### src/include/ppsc_pkg.sv
package ppsc_pkg;

  // ------------------------------------------------------------
  // sizes
  // ------------------------------------------------------------
  localparam int NUM_CORES = 4;
  localparam int NUM_THREADS = 2;
  localparam int LLC_WAYS = 16;
  localparam int WAY_W = 5;
  localparam logic [WAY_W-1:0] WAY_LAST = 5'h0F;
  localparam logic [WAY_W-1:0] WAY_INC = 5'h01;
  localparam logic [WAY_W-1:0] WAY_ZERO = 5'h00;

  // ------------------------------------------------------------
  // idle states, numeric order is depth order
  // ------------------------------------------------------------
  typedef enum logic [3:0] {
    CS_C0 = 4'h0,
    CS_C1 = 4'h1,
    CS_C1E = 4'h2,
    CS_C2 = 4'h3,
    CS_C3 = 4'h4,
    CS_C6 = 4'h5,
    CS_C7 = 4'h6,
    CS_C8 = 4'h7,
    CS_C9 = 4'h8,
    CS_C10 = 4'h9
  } ppsc_cstate_t;

  // ------------------------------------------------------------
  // system sleep request codes
  // ------------------------------------------------------------
  localparam logic [2:0] SLP_S0 = 3'h0;
  localparam logic [2:0] SLP_S3_COLD = 3'h1;
  localparam logic [2:0] SLP_S3_HOT = 3'h2;
  localparam logic [2:0] SLP_S4 = 3'h3;
  localparam logic [2:0] SLP_S5 = 3'h4;

  // ------------------------------------------------------------
  // regulator modes
  // ------------------------------------------------------------
  localparam logic [1:0] REG_NORMAL = 2'h0;
  localparam logic [1:0] REG_DEEP = 2'h1;
  localparam logic [1:0] REG_LPM = 2'h2;

  // ------------------------------------------------------------
  // state machines
  // ------------------------------------------------------------
  typedef enum logic [1:0] {LK_L0 = 2'h0, LK_L1 = 2'h1, LK_L3 = 2'h3} ppsc_link_t;
  typedef enum logic [3:0] {CQ_RUN = 4'h1, CQ_FLUSH = 4'h2, CQ_SAVE = 4'h4, CQ_IDLE = 4'h8} ppsc_cseq_t;
  typedef enum logic [4:0] {
    MS_UP = 5'h01,
    MS_CLOSE = 5'h02,
    MS_PPD = 5'h04,
    MS_APD = 5'h08,
    MS_SR = 5'h10
  } ppsc_mem_t;
  typedef enum logic [2:0] {SY_ON = 3'h1, SY_S3 = 3'h2, SY_OFF = 3'h4} ppsc_sys_t;

  // ------------------------------------------------------------
  // carriers
  // ------------------------------------------------------------
  typedef struct packed {
    logic halt;
    logic lowFreq;
    logic flushReq;
    logic clkStop;
    logic saveReq;
    logic pwrOff;
  } ppsc_core_ctl_t;

  typedef struct packed {
    logic flushDone;
    logic saveDone;
  } ppsc_core_ack_t;

  typedef struct packed {
    logic cke;
    logic closeBanks;
    logic selfRefresh;
  } ppsc_mem_ctl_t;

  typedef struct packed {
    logic refClkStop;
    logic clk24Stop;
    logic llcPwrOff;
    logic coreDomOff;
    logic gfxDomOff;
    logic saDomOff;
    logic ioRailOn;
    logic procPwrOff;
    logic [1:0] regMode;
  } ppsc_pkg_ctl_t;

endpackage

### src/rtl/ppsc_core_seq.sv
`timescale 1ns/1ps
module ppsc_core_seq
(
  // clock and reset
  input logic clk,
  input logic rst,
  // thread requests
  input ppsc_pkg::ppsc_cstate_t [ppsc_pkg::NUM_THREADS-1:0] threadReq,
  // core handshake
  input ppsc_pkg::ppsc_core_ack_t ack,
  output ppsc_pkg::ppsc_core_ctl_t ctl,
  output ppsc_pkg::ppsc_cstate_t coreState
);
  import ppsc_pkg::*;

  ppsc_cstate_t target;
  ppsc_cseq_t seq_r;
  ppsc_cstate_t coreState_r;

  // ------------------------------------------------------------
  // resolution
  // ------------------------------------------------------------
  always_comb
  begin
    target = threadReq[0];
    for (int t = 1; t < NUM_THREADS; t++)
    begin
      if (threadReq[t] < target)
      begin
        target = threadReq[t];
      end
    end
    // a core has no c2 of its own
    if (target == CS_C2)
    begin
      target = CS_C3;
    end
  end

  // ------------------------------------------------------------
  // entry and exit sequence
  // ------------------------------------------------------------
  always_ff @(posedge clk or posedge rst)
  begin
    if (rst)
    begin
      seq_r <= CQ_RUN;
      coreState_r <= CS_C0;
    end
    else
    begin
      unique case (seq_r)
        CQ_RUN:
        begin
          if (target == CS_C1 || target == CS_C1E)
          begin
            coreState_r <= target;
            seq_r <= CQ_IDLE;
          end
          else if (target >= CS_C3)
          begin
            seq_r <= CQ_FLUSH;
          end
        end
        CQ_FLUSH:
        begin
          if (target < CS_C3)
          begin
            seq_r <= CQ_RUN;
          end
          else if (ack.flushDone)
          begin
            seq_r <= (target >= CS_C6) ? CQ_SAVE : CQ_IDLE;
            coreState_r <= (target >= CS_C6) ? CS_C0 : CS_C3;
          end
        end
        CQ_SAVE:
        begin
          if (target < CS_C6)
          begin
            seq_r <= CQ_RUN;
          end
          else if (ack.saveDone)
          begin
            seq_r <= CQ_IDLE;
            coreState_r <= target;
          end
        end
        CQ_IDLE:
        begin
          if (target != coreState_r)
          begin
            seq_r <= CQ_RUN;
            coreState_r <= CS_C0;
          end
        end
        default:
        begin
          seq_r <= CQ_RUN;
          coreState_r <= CS_C0;
        end
      endcase
    end
  end

  always_comb
  begin
    ctl.halt = (seq_r == CQ_IDLE) && (coreState_r == CS_C1 || coreState_r == CS_C1E);
    ctl.lowFreq = (seq_r == CQ_IDLE) && (coreState_r == CS_C1E);
    ctl.flushReq = (seq_r == CQ_FLUSH);
    ctl.clkStop = (seq_r == CQ_IDLE) && (coreState_r >= CS_C3);
    ctl.saveReq = (seq_r == CQ_SAVE);
    ctl.pwrOff = (seq_r == CQ_IDLE) && (coreState_r >= CS_C6);
  end

  assign coreState = coreState_r;

  // ------------------------------------------------------------
  // checks
  // ------------------------------------------------------------
  a_core_via_c0: assert property (@(posedge clk) disable iff (rst)
    ($past(coreState_r) != CS_C0 && coreState_r != $past(coreState_r)) |-> coreState_r == CS_C0)
    else $error("core left an idle state without passing c0");
  a_thread_active: assert property (@(posedge clk) disable iff (rst)
    (threadReq[0] == CS_C0 || threadReq[1] == CS_C0) |=> coreState_r == CS_C0)
    else $error("active thread did not hold core in c0");
  a_pwroff_saved: assert property (@(posedge clk) disable iff (rst)
    $rose(ctl.pwrOff) |-> $past(ack.saveDone) && $past(seq_r) == CQ_SAVE)
    else $error("core voltage removed before state save");

endmodule

### src/rtl/ppsc_mem_pwr.sv
`timescale 1ns/1ps
module ppsc_mem_pwr
(
  // clock and reset
  input logic clk,
  input logic rst,
  // requests
  input logic srReq,
  input logic pdReq,
  input logic prefPrecharge,
  input logic anyBankOpen,
  input logic banksClosed,
  // memory side
  output ppsc_pkg::ppsc_mem_ctl_t memCtl,
  output ppsc_pkg::ppsc_mem_t memState
);
  import ppsc_pkg::*;

  ppsc_mem_t state_r;

  always_ff @(posedge clk or posedge rst)
  begin
    if (rst)
    begin
      state_r <= MS_UP;
    end
    else
    begin
      unique case (state_r)
        MS_UP:
        begin
          if (srReq)
          begin
            state_r <= MS_SR;
          end
          else if (pdReq && anyBankOpen && !prefPrecharge)
          begin
            state_r <= MS_APD;
          end
          else if (pdReq)
          begin
            state_r <= anyBankOpen ? MS_CLOSE : MS_PPD;
          end
        end
        MS_CLOSE:
        begin
          if (srReq)
          begin
            state_r <= MS_SR;
          end
          else if (!pdReq)
          begin
            state_r <= MS_UP;
          end
          else if (banksClosed)
          begin
            state_r <= MS_PPD;
          end
        end
        MS_PPD, MS_APD:
        begin
          if (srReq)
          begin
            state_r <= MS_SR;
          end
          else if (!pdReq)
          begin
            state_r <= MS_UP;
          end
        end
        MS_SR:
        begin
          if (!srReq)
          begin
            state_r <= MS_UP;
          end
        end
        default:
        begin
          state_r <= MS_UP;
        end
      endcase
    end
  end

  // cke stays high while banks close; only the final states drop it
  assign memCtl.cke = (state_r == MS_UP) || (state_r == MS_CLOSE);
  assign memCtl.closeBanks = (state_r == MS_CLOSE);
  assign memCtl.selfRefresh = (state_r == MS_SR);
  assign memState = state_r;

  a_ppd_closed: assert property (@(posedge clk) disable iff (rst)
    (state_r == MS_PPD && $past(state_r) != MS_PPD) |-> $past(banksClosed) || !$past(anyBankOpen))
    else $error("precharge power-down entered with banks open");
  a_apd_entry: assert property (@(posedge clk) disable iff (rst)
    (state_r == MS_UP && !srReq && pdReq && anyBankOpen && !prefPrecharge) |=> !memCtl.cke && !memCtl.selfRefresh)
    else $error("active power-down did not drop cke");
  a_sr_entry: assert property (@(posedge clk) disable iff (rst)
    (srReq && state_r != MS_SR) |=> memCtl.selfRefresh && !memCtl.cke)
    else $error("self-refresh not entered within one cycle");

endmodule

### src/rtl/ppsc_top.sv
`timescale 1ns/1ps
// Overview of operation
// - core c1 halts the core while the package stays in c0.
// - core c1e halts and drops to lowest frequency; package stays c0.
// - package c2 only when all cores c3 or deeper; memory open; transitional.
// - entering c3 cores flush private caches, then stop their clocks.
// - c6 saves core state before voltage removal; reference clock stopped.
// - all cores in c7 lets shared cache ways flush; else like c6.
// - fully flushed shared cache has its voltage removed.
// - package c8 adds c7 actions and needs a fully flushed cache.
// - c9 takes core, graphics and agent domains to 0V; io stays on.
// - c10 puts regulators in deep or low-power mode, stops 24 MHz clock.
// - memory power-up state keeps cke asserted.
// - precharge power-down closes all banks, then drops cke without self-refresh.
// - active power-down drops cke with a bank still open.
// - self-refresh drops cke using the memory's own self-refresh.
// - hub link has l0 active, l1 power-managed and l3 off.
// - only cold suspend-to-memory is supported; hot variant refused.
// - soft-off removes processor power; only reset leaves it.
// - core state is the lowest state its threads request, with c2 taken as c3.
// - core idle states change only by passing through c0.
module ppsc_top
(
  // clock and reset
  input logic clk,
  input logic rst,
  // thread requests
  input ppsc_pkg::ppsc_cstate_t [ppsc_pkg::NUM_CORES-1:0][ppsc_pkg::NUM_THREADS-1:0] threadReq,
  // compute cores
  input ppsc_pkg::ppsc_core_ack_t [ppsc_pkg::NUM_CORES-1:0] coreAck,
  output ppsc_pkg::ppsc_core_ctl_t [ppsc_pkg::NUM_CORES-1:0] coreCtl,
  output ppsc_pkg::ppsc_cstate_t [ppsc_pkg::NUM_CORES-1:0] coreState,
  // shared cache
  input logic llcWayDone,
  output logic llcWayFlushReq,
  // memory controller
  input logic memPdReq,
  input logic memPrefPrecharge,
  input logic memAnyBankOpen,
  input logic memBanksClosed,
  output ppsc_pkg::ppsc_mem_ctl_t memCtl,
  output ppsc_pkg::ppsc_mem_t memState,
  // chip to hub link
  input logic linkBusy,
  output ppsc_pkg::ppsc_link_t linkState,
  // system sleep
  input logic [2:0] sleepReq,
  input logic wakeEvent,
  output logic sleepRefused,
  output logic rebootRequired,
  // power and clocks
  input logic prefRegLowPower,
  output ppsc_pkg::ppsc_pkg_ctl_t pkgCtl,
  output ppsc_pkg::ppsc_cstate_t pkgState
);
  import ppsc_pkg::*;

  ppsc_cstate_t minCore;
  logic allC3;
  logic allC7;
  logic sysOn;
  logic srReq;
  ppsc_cstate_t pkgState_r;
  ppsc_cstate_t pkgNxt;
  logic [WAY_W-1:0] wayCnt_r;
  logic llcEmpty_r;
  ppsc_sys_t sys_r;
  logic sleepRefused_r;
  ppsc_link_t linkState_r;
  ppsc_pkg_ctl_t pkgCtl_r;
  ppsc_pkg_ctl_t pkgCtlNxt;

  // ------------------------------------------------------------
  // per core sequencing
  // ------------------------------------------------------------
  genvar gc;
  generate
    for (gc = 0; gc < NUM_CORES; gc++)
    begin : g_core
      ppsc_core_seq u_core
      (
        .clk(clk),
        .rst(rst),
        .threadReq(threadReq[gc]),
        .ack(coreAck[gc]),
        .ctl(coreCtl[gc]),
        .coreState(coreState[gc])
      );
    end
  endgenerate

  // ------------------------------------------------------------
  // package resolution
  // ------------------------------------------------------------
  always_comb
  begin
    minCore = coreState[0];
    for (int c = 1; c < NUM_CORES; c++)
    begin
      if (coreState[c] < minCore)
      begin
        minCore = coreState[c];
      end
    end
  end

  assign allC3 = (minCore >= CS_C3);
  assign allC7 = (minCore >= CS_C7);
  assign sysOn = (sys_r == SY_ON);

  always_comb
  begin
    if (!allC3)
    begin
      pkgNxt = CS_C0;
    end
    else if (pkgState_r == CS_C0)
    begin
      pkgNxt = CS_C2;
    end
    else if (minCore >= CS_C8 && !llcEmpty_r)
    begin
      pkgNxt = CS_C7;
    end
    else
    begin
      pkgNxt = minCore;
    end
  end

  always_ff @(posedge clk or posedge rst)
  begin
    if (rst)
    begin
      pkgState_r <= CS_C0;
    end
    else
    begin
      pkgState_r <= pkgNxt;
    end
  end

  assign pkgState = pkgState_r;

  // ------------------------------------------------------------
  // shared cache way flushing
  // ------------------------------------------------------------
  // flushing stops as soon as any core backs out of c7, and the count clears once the package falls to c0
  assign llcWayFlushReq = (pkgState_r >= CS_C7) && allC7 && !llcEmpty_r;

  always_ff @(posedge clk or posedge rst)
  begin
    if (rst)
    begin
      wayCnt_r <= WAY_ZERO;
      llcEmpty_r <= 1'b0;
    end
    else if (pkgState_r == CS_C0)
    begin
      wayCnt_r <= WAY_ZERO;
      llcEmpty_r <= 1'b0;
    end
    else if (llcWayFlushReq && llcWayDone)
    begin
      wayCnt_r <= wayCnt_r + WAY_INC;
      if (wayCnt_r == WAY_LAST)
      begin
        llcEmpty_r <= 1'b1;
      end
    end
  end

  // ------------------------------------------------------------
  // system sleep
  // ------------------------------------------------------------
  always_ff @(posedge clk or posedge rst)
  begin
    if (rst)
    begin
      sys_r <= SY_ON;
    end
    else
    begin
      unique case (sys_r)
        SY_ON:
        begin
          if (sleepReq == SLP_S3_COLD)
          begin
            sys_r <= SY_S3;
          end
          else if (sleepReq == SLP_S4 || sleepReq == SLP_S5)
          begin
            sys_r <= SY_OFF;
          end
        end
        SY_S3:
        begin
          if (wakeEvent)
          begin
            sys_r <= SY_ON;
          end
        end
        SY_OFF:
        begin
          sys_r <= SY_OFF;
        end
        default:
        begin
          sys_r <= SY_ON;
        end
      endcase
    end
  end

  always_ff @(posedge clk or posedge rst)
  begin
    if (rst)
    begin
      sleepRefused_r <= 1'b0;
    end
    else
    begin
      sleepRefused_r <= sysOn && (sleepReq == SLP_S3_HOT);
    end
  end

  assign sleepRefused = sleepRefused_r;
  assign rebootRequired = (sys_r == SY_OFF);

  // ------------------------------------------------------------
  // memory power
  // ------------------------------------------------------------
  // c2 keeps the memory path open, so self-refresh waits for c3
  assign srReq = (sysOn && pkgState_r >= CS_C3) || (sys_r == SY_S3);

  ppsc_mem_pwr u_mem
  (
    .clk(clk),
    .rst(rst),
    .srReq(srReq),
    .pdReq(memPdReq),
    .prefPrecharge(memPrefPrecharge),
    .anyBankOpen(memAnyBankOpen),
    .banksClosed(memBanksClosed),
    .memCtl(memCtl),
    .memState(memState)
  );

  // ------------------------------------------------------------
  // hub link
  // ------------------------------------------------------------
  always_ff @(posedge clk or posedge rst)
  begin
    if (rst)
    begin
      linkState_r <= LK_L0;
    end
    else if (!sysOn)
    begin
      linkState_r <= LK_L3;
    end
    else if (pkgState_r >= CS_C3 && !linkBusy)
    begin
      linkState_r <= LK_L1;
    end
    else
    begin
      linkState_r <= LK_L0;
    end
  end

  assign linkState = linkState_r;

  // ------------------------------------------------------------
  // package power actions
  // ------------------------------------------------------------
  always_comb
  begin
    pkgCtlNxt.refClkStop = !sysOn || pkgState_r >= CS_C6;
    pkgCtlNxt.llcPwrOff = !sysOn || (pkgState_r >= CS_C7 && llcEmpty_r);
    pkgCtlNxt.coreDomOff = !sysOn || pkgState_r >= CS_C9;
    pkgCtlNxt.gfxDomOff = !sysOn || pkgState_r >= CS_C9;
    pkgCtlNxt.saDomOff = !sysOn || pkgState_r >= CS_C9;
    pkgCtlNxt.ioRailOn = sysOn;
    pkgCtlNxt.procPwrOff = !sysOn;
    pkgCtlNxt.clk24Stop = sysOn && pkgState_r == CS_C10;
    pkgCtlNxt.regMode = REG_NORMAL;
    if (!sysOn || pkgState_r == CS_C10)
    begin
      pkgCtlNxt.regMode = prefRegLowPower ? REG_LPM : REG_DEEP;
    end
  end

  always_ff @(posedge clk or posedge rst)
  begin
    if (rst)
    begin
      pkgCtl_r <= '{ioRailOn: 1'b1, regMode: REG_NORMAL, default: 1'b0};
    end
    else
    begin
      pkgCtl_r <= pkgCtlNxt;
    end
  end

  assign pkgCtl = pkgCtl_r;

  // ------------------------------------------------------------
  // checks
  // ------------------------------------------------------------
  a_shallow_pkg_c0: assert property (@(posedge clk) disable iff (rst)
    !allC3 |=> pkgState_r == CS_C0)
    else $error("package left c0 while a core was shallow");
  a_c1e_lowfreq: assert property (@(posedge clk) disable iff (rst)
    (coreState[0] == CS_C1E) |-> coreCtl[0].halt && coreCtl[0].lowFreq && pkgState_r == CS_C0)
    else $error("c1e core not halted at low point");
  a_c2_before_deep: assert property (@(posedge clk) disable iff (rst)
    ($past(pkgState_r) < CS_C2 && pkgState_r >= CS_C2) |-> pkgState_r == CS_C2 && $past(allC3))
    else $error("package skipped c2 on the way down");
  a_c2_mem_open: assert property (@(posedge clk) disable iff (rst)
    (sysOn && pkgState_r == CS_C2) |=> !memCtl.selfRefresh)
    else $error("memory path closed in c2");
  a_flush_first: assert property (@(posedge clk) disable iff (rst)
    $rose(coreCtl[0].clkStop) |-> $past(coreAck[0].flushDone) || $past(coreAck[0].saveDone))
    else $error("core clock stopped before cache flush");
  a_bclk_off: assert property (@(posedge clk) disable iff (rst)
    (pkgState_r >= CS_C6) |=> pkgCtl.refClkStop)
    else $error("reference clock running in c6");
  a_way_flush: assert property (@(posedge clk) disable iff (rst)
    llcWayFlushReq |-> allC7 && pkgState_r >= CS_C7)
    else $error("cache ways flushed without all cores in c7");
  a_llc_rail: assert property (@(posedge clk) disable iff (rst)
    (sysOn && pkgState_r >= CS_C7 && llcEmpty_r) |=> pkgCtl.llcPwrOff)
    else $error("flushed cache kept its voltage");
  a_c8_flushed: assert property (@(posedge clk) disable iff (rst)
    (pkgState_r >= CS_C8) |-> llcEmpty_r && wayCnt_r == WAY_ZERO + 5'h10)
    else $error("c8 reached with cache not flushed");
  a_c9_rails: assert property (@(posedge clk) disable iff (rst)
    (sysOn && pkgState_r >= CS_C9) |=> pkgCtl.coreDomOff && pkgCtl.gfxDomOff && pkgCtl.saDomOff && pkgCtl.ioRailOn)
    else $error("c9 rails wrong");
  a_c10_regs: assert property (@(posedge clk) disable iff (rst)
    (sysOn && pkgState_r == CS_C10) |=> pkgCtl.regMode != REG_NORMAL && pkgCtl.clk24Stop)
    else $error("c10 regulators or 24 MHz clock not lowered");
  a_link_sleep: assert property (@(posedge clk) disable iff (rst)
    !sysOn |=> linkState == LK_L3)
    else $error("link not off in sleep");
  a_hot_s3: assert property (@(posedge clk) disable iff (rst)
    (sysOn && sleepReq == SLP_S3_HOT) |=> sys_r == SY_ON && sleepRefused)
    else $error("hot suspend was accepted");
  a_soft_off: assert property (@(posedge clk) disable iff (rst)
    (sys_r == SY_OFF) |=> sys_r == SY_OFF && pkgCtl.procPwrOff && rebootRequired)
    else $error("soft-off left without reset");
  a_pkg_code: assert property (@(posedge clk) disable iff (rst)
    pkgState != CS_C1 && pkgState != CS_C1E && pkgState <= $past(minCore))
    else $error("package state output stale");

  c_reach_c10: cover property (@(posedge clk) disable iff (rst) pkgState_r == CS_C10);
  c_llc_empty: cover property (@(posedge clk) disable iff (rst) $rose(llcEmpty_r));
  c_s3_wake: cover property (@(posedge clk) disable iff (rst) sys_r == SY_S3 ##1 sys_r == SY_ON);
  c_link_l1: cover property (@(posedge clk) disable iff (rst) linkState == LK_L1);

endmodule

### config.mk
export PLATFORM = sky130hd
export DESIGN_NAME = ppsc_top
export DESIGN_NICKNAME = d
export VERILOG_FILES = /design/src/include/ppsc_pkg.sv /design/src/rtl/ppsc_core_seq.sv /design/src/rtl/ppsc_mem_pwr.sv /design/src/rtl/ppsc_top.sv
export SDC_FILE = /design/constraint.sdc
export NUM_CORES = 1
export LEC_CHECK = 0
export BUFFER_PORTS_ARGS = -buffer_cell sky130_fd_sc_hd__clkbuf_2
export CELL_PAD_IN_SITES_DETAIL_PLACEMENT = 0
export CELL_PAD_IN_SITES_GLOBAL_PLACEMENT = 2
export CORE_ASPECT_RATIO = 1.4
export CORE_MARGIN = 3
export CORE_UTILIZATION = 32
export DETAILED_ROUTE_END_ITERATION = 10
export PLACE_DENSITY = 0.91
export SLEW_MARGIN = 20
export SYNTH_ARGS = -nofsm -noshare
export SYNTH_HDL_FRONTEND = slang
export SYNTH_SLANG_ARGS = --single-unit
### constraint.sdc
create_clock -name clk -period 5.9 [get_ports clk]
set_input_delay 1.475 -clock clk [delete_from_list [all_inputs] [get_ports clk]]
set_output_delay 1.475 -clock clk [all_outputs]
set_load 0.02 [all_outputs]
[Word-level counts from Yosys, hierarchy flattened]
Index checks and enable logic that the tools add are counted.
Storage, ports and cells
  memories kept: 0
  bits in latches: 0
  bits in registers: 61
  bits in writable memories: 0
  word-level logic and storage cells: 324
  output and inout port bits: 67
  memory bits (read-only): 0
Operators by class
  reduce and logical (&&, ||, !) cells: 61
  shifts and indexed selects: 0
  $add $sub $neg: 1
  $mul: 0
  multiplexer cells: 106
  bitwise operators: 0
  eq/ne operators: 96
  divide/modulo/power cells: 0
  order comparisons: 38
Operator list (count)
  $mux W4: 70
  $pmux W4 S4: 8
  $ge A4 B3 Y1 const B: 22
  $eq A4 B2 Y1 const B: 16
  $mux W5: 11
  $eq A4 B1 Y1 const B: 12
  $ne A2 B2 Y1 const B: 18
  $lt A4 B3 Y1 const B: 8
  $lt A4 B4 Y1: 7
  $logic_and A1 B1 Y1: 27
  $ne A3 B2 Y1 const B: 9
  $mux W3: 8
  $reduce_and A6 Y1: 4
  $eq A4 B4 Y1 const B: 5
  $pmux W5 S4: 1
  $reduce_and A4 Y1: 5
  $eq A4 B3 Y1 const B: 4
  $ne A2 B1 Y1 const B: 8
  $ne A4 B4 Y1: 4
  $logic_or A1 B1 Y1: 15
  $ne A3 B1 Y1 const B: 5
  $eq A5 B4 Y1 const B: 2
  $eq A3 B2 Y1 const B: 3
  $pmux W3 S3: 1
  other kinds (17): 29

[Logic depth before layout (Yosys ltp)]
  depth after elaboration: 12
  gate-level depth with buffers: 22
  gate-level depth less buffers: 22

[Hierarchy]
A second synthesis with hierarchy kept.
Unflattened totals
  cells, all modules: 742
  area, all modules: 6352.3 sq um
Modules (own cells, without submodules)
  ppsc_core_seq: instances 4, cells each 134, sequential area each 201.4 sq um, area an instance 1097.3 sq um
  ppsc_top: instances 1, cells each 159, sequential area each 578.1 sq um, area an instance 1524.0 sq um
  ppsc_mem_pwr: instances 1, cells each 47, sequential area each 126.4 sq um, area an instance 439.2 sq um

[Worst setup path before layout]
OpenSTA, ideal clock, no wires.
  path type: flip-flop to output port
  start point: reg g_core[0].u_core.coreState_r[1]
  end point: out llcWayFlushReq
  required time: 4.425 ns
  arrival time: 4.684 ns
  cell stages (with the launch flop): 20
  path slack: -0.259 ns
  path through: dfrtp_1 inv_1 ha_1 a2111o_1 nand2_1 mux2i_1 ha_1 nor2b_1 o311ai_0 nand2_1 mux2i_1 mux2i_4 inv_1 ha_1 o21ai_0 a21oi_1 nor2_1 a31oi_4 nand3b_1 a311oi_1
Between the ends
  cells in the longest elaborated chain, start to end: 9
RTL lines
  from (decl): line ppsc_core_seq.sv:18  | ppsc_cstate_t coreState_r;
  from (signal assigned): line ppsc_core_seq.sv:57  | coreState_r <= target;
  from (signal assigned): line ppsc_core_seq.sv:74  | coreState_r <= (target >= CS_C6) ? CS_C0 : CS_C3;
  from (signal assigned): line ppsc_core_seq.sv:86  | coreState_r <= target;
  $lt A4 B4 Y1: line ppsc_top.sv:100  | if (coreState[c] < minCore)
  $mux W4 *: line ppsc_top.sv:100
  $lt A4 B4 Y1: line ppsc_top.sv:100
  $mux W4 *: line ppsc_top.sv:100
  $lt A4 B4 Y1: line ppsc_top.sv:100
  $mux W4 *: line ppsc_top.sv:100
  $ge A4 B3 Y1 *: line ppsc_top.sv:108  | assign allC7 = (minCore >= CS_C7);
  $logic_and A1 B1 Y1 * (2 in series): line ppsc_top.sv:149  | assign llcWayFlushReq = (pkgState_r >= CS_C7) && allC7 && !llcEmpty_r;
  to (decl): line ppsc_top.sv:35  | output logic llcWayFlushReq,
Mark *: on every way between the ends. The rest lies on a longest branch, timed or not.

[Final worst setup path]
Same ends and word-level chain as after synthesis.

==> flow_summary.yaml <==
floorplan:
  die_h_um: 156
  core_area_mm2: 0.0157
  die_w_um: 113
  ios: 120
  start_util_pct: 32.9
  rows: 54
  die_area_mm2: 0.0177
route:
  wl_per_cell_um: 15.0
  ant_nets: 0
  vias_per_cell: 5.28
  vias: 5108
  drc_errors: 0
  dr.pass1.iters: 4
  routed_wirelength_um: 14500
  drt_iter0_markers: 223
worst_setup_path:
  critPathSlowestCell: "dfrtp_2"
  cpPeakStageDelay_ns: 0.40
  r2r-start: "g_core[0].u_core.coreState[1]"
  cp_cell_sequence: "inv_2 > ha_4 > a2111o_1 > nand2_2 > mux2i_2 > ha_1 > nor2b_4 > o311ai_2 > nand2_1 > mux2i_4 > mux2i_4 > inv_2 > ha_4 > o21ai_2 > a21oi_2 > nor2_2 > a31oi_4 > nand3b_1 > a311oi_4 > clkbuf_8"
  crit_path_start: "g_core[0].u_core.coreState[1]"
  crit_fanout: 4
  cp.required_ns: 4.43
  critPathArrivalTime_ns: 4.33
  setup.worst_path.start_class: "register"
  endpoint_kind: "output pin"
  critical_path_class: "register to output pin"
final_layout:
  antenna_cells: 0
  final_layout_size_suffix_gt1_share_pct: 29.1
  postLayoutCoreUtil_pct: 41.5
  final_nets: 849
  fin_area_mm2: 0.00650
  area_growth_pct: 26.0
timing:
  setup_violations: 0
  finalClockSkew_ns: 0.00453
  period_needed_ns: 5.81
  fmax_mhz: 172
  slew_headroom_pct: 36.9
  worst_slack_ns: 0.0903
  rsz0062_at_grt: "yes"
  hold_viol: 0
  drv_slew: 0
  whs_ns: 0.483
  tightestPinTransition_ns: 0.942
  period_share_pct: 98.5
global_route:
  grt_pass1_wl_um: 24100
  grt_pass1_vias: 5123
  grtUsageTotal_pct: 16.4
  antenna_found_initial: 0
  grt_max_degree: 61
  grt_overflow_total: 0
clock_network:
  root_buffer: "clkbuf_16"
  cts_tree: "yes"
  clk_latency_ns: 0.33
  htree_levels: 3
  hold_buffers: 0
  clockBufferDepth: 2
  clock_sinks: 60
  cts-buffers-inserted: 9
  clkTransAtPathRegs_ns: 0.06
yosys:
  synth_top_area_share_pct: 25.7
  ys_warn_count: 0
  synth_ff_type: "dfrtp_1"
  synth.most_common_cell: "nor2_1"
  synthesis.nets: 710
  synthTopCellsByArea: "dfrtp_1, ha_1, nor2_1, nand2_1, mux2i_1"
  syn_area_mm2: 0.00516
  avgSynthCellArea_um2: 8.22
  yosysTopAreaCell: "dfrtp_1"
  synth-seq-cells: 60
  synth-edff-count: 0
  synth_cell_types: 70
  synthTopCellsByCount: "nor2_1, nand2_1, dfrtp_1"
  syn_inst: 628
  async_flop_share_pct: 100
  ys_seq_area_share_pct: 29.3
pwr:
  p_leak_nw: 3.07
  p_per_area_mw_per_mm2: 463
  peakVddDrop_mv: 0.203
place:
  hpwl_um: 11400
  place_area_mm2: 0.00604
  gp_congestion: 0.857
  pre_cts_ws_ns: -0.136
  io_buffer_count: 119
flow_run:
  drv_cap: 0
status:
  outcome: "completed"
worst_hold_path:
  hp-class: "register to register"
  hp-start: "wayCnt_r[3]"
flip-flops by register name, indices dropped and copies added, names as in the netlist:
register                 cells
llcEmpty_r                   1
g_core.u_core.seq_r         16
g_core.u_core.coreState     16
sys_r                        3
pkgCtl                       7
u_mem.memState               5
sleepRefused                 1
wayCnt_r                     5
linkState                    2
pkgState                     4
metrics by stage:
stage               std cells  power (W)  TNS [ns]
finish                    968    0.00301         0
global route              968    0.00325    -0.121
CTS                       967    0.00295   -0.0701
detailed placement        940    0.00228    -0.136
global placement          940    0.00223         0
floorplan                 628    0.00185         0
logic make-up (layout without fill, tap and decap cells):
family,after synthesis,in the layout,synth area share (%)
muxes,41,41,8.70
AOI/OAI and AO/OA,156,156,21.1
buffers and inverters,63,207,4.97
and+or+nand+nor,254,254,24.7
DFF,60,60,29.3
adders and majority gates,29,29,7.03
xor gates and xnor gates,25,25,4.24
area by class of cell:
type	instances	area (um2)
clock buffer	9	225
multi-input combinational	505	3500
timing repair buffer	144	792
sequential	60	1510
clock inverter	7	51.3
inverter	47	176
tap	196	245
fill	1617	9170
critical path: cells and delay by family (launching register included):
kind	cells	cell delay (ns)
AO/OA/AOI/OAI	6	1.02
buffers and inverters	3	0.36
AND/OR/NAND/NOR	5	0.80
multiplexers	3	0.74
flip-flops	1	0.40
adder cells (fa/ha/maj)	3	0.70
metal layers:
metal | vias to the layer above | GRT usage [%] | wire (um)
li1 | 2533 | - | -
met3 | 29 | 2.71 | 714
met5 | - | 0 | 0
met1 | 2410 | 18.8 | 5840
met4 | 0 | 6.64 | 372
met2 | 136 | 30.1 | 7600
cells in the final DEF (no fill, tap or decap), drive strengths merged, types with 21 or more instances in the layout:
| cell | count |
|---|---|
| clkbuf | 128 |
| nor2 | 79 |
| nand2 | 60 |
| dfrtp | 53 |
| inv | 48 |
| a21oi | 37 |
| o21ai | 34 |
| ha | 29 |
| buf | 25 |
| nand2b | 24 |
| mux2i | 23 |
| nor3 | 21 |
where the power goes:
| part | switching, W | internal [W] |
|---|---|---|
| Combinational | 0.000984 | 0.000846 |
| Clock | 0.000199 | 0.000285 |
| Sequential | 0.000147 | 0.000548 |
| Total | 0.00133 | 0.00168 |
final timing paths:
path	endpoint	slack [ns]	cells past startpoint
min in group asynchronous	g_core[1].u_core.seq_r[1]	1.34	3
hold / removal	wayCnt_r[3]	0.48	1
max in group asynchronous	g_core[0].u_core.coreState[1]	4.02	3
setup / recovery	llcWayFlushReq	0.09	20
setup reg to reg	pkgState[0]	1.55	22
hold reg to reg	wayCnt_r[3]	0.48	1
repair_timing:
item                       4_1_cts  5_1_grt
resized for setup               14        6
pin swaps                        7        5
setup endpoints to repair        1        1
setup buffers                   11        1
Power figures use the tool's default switching activity.
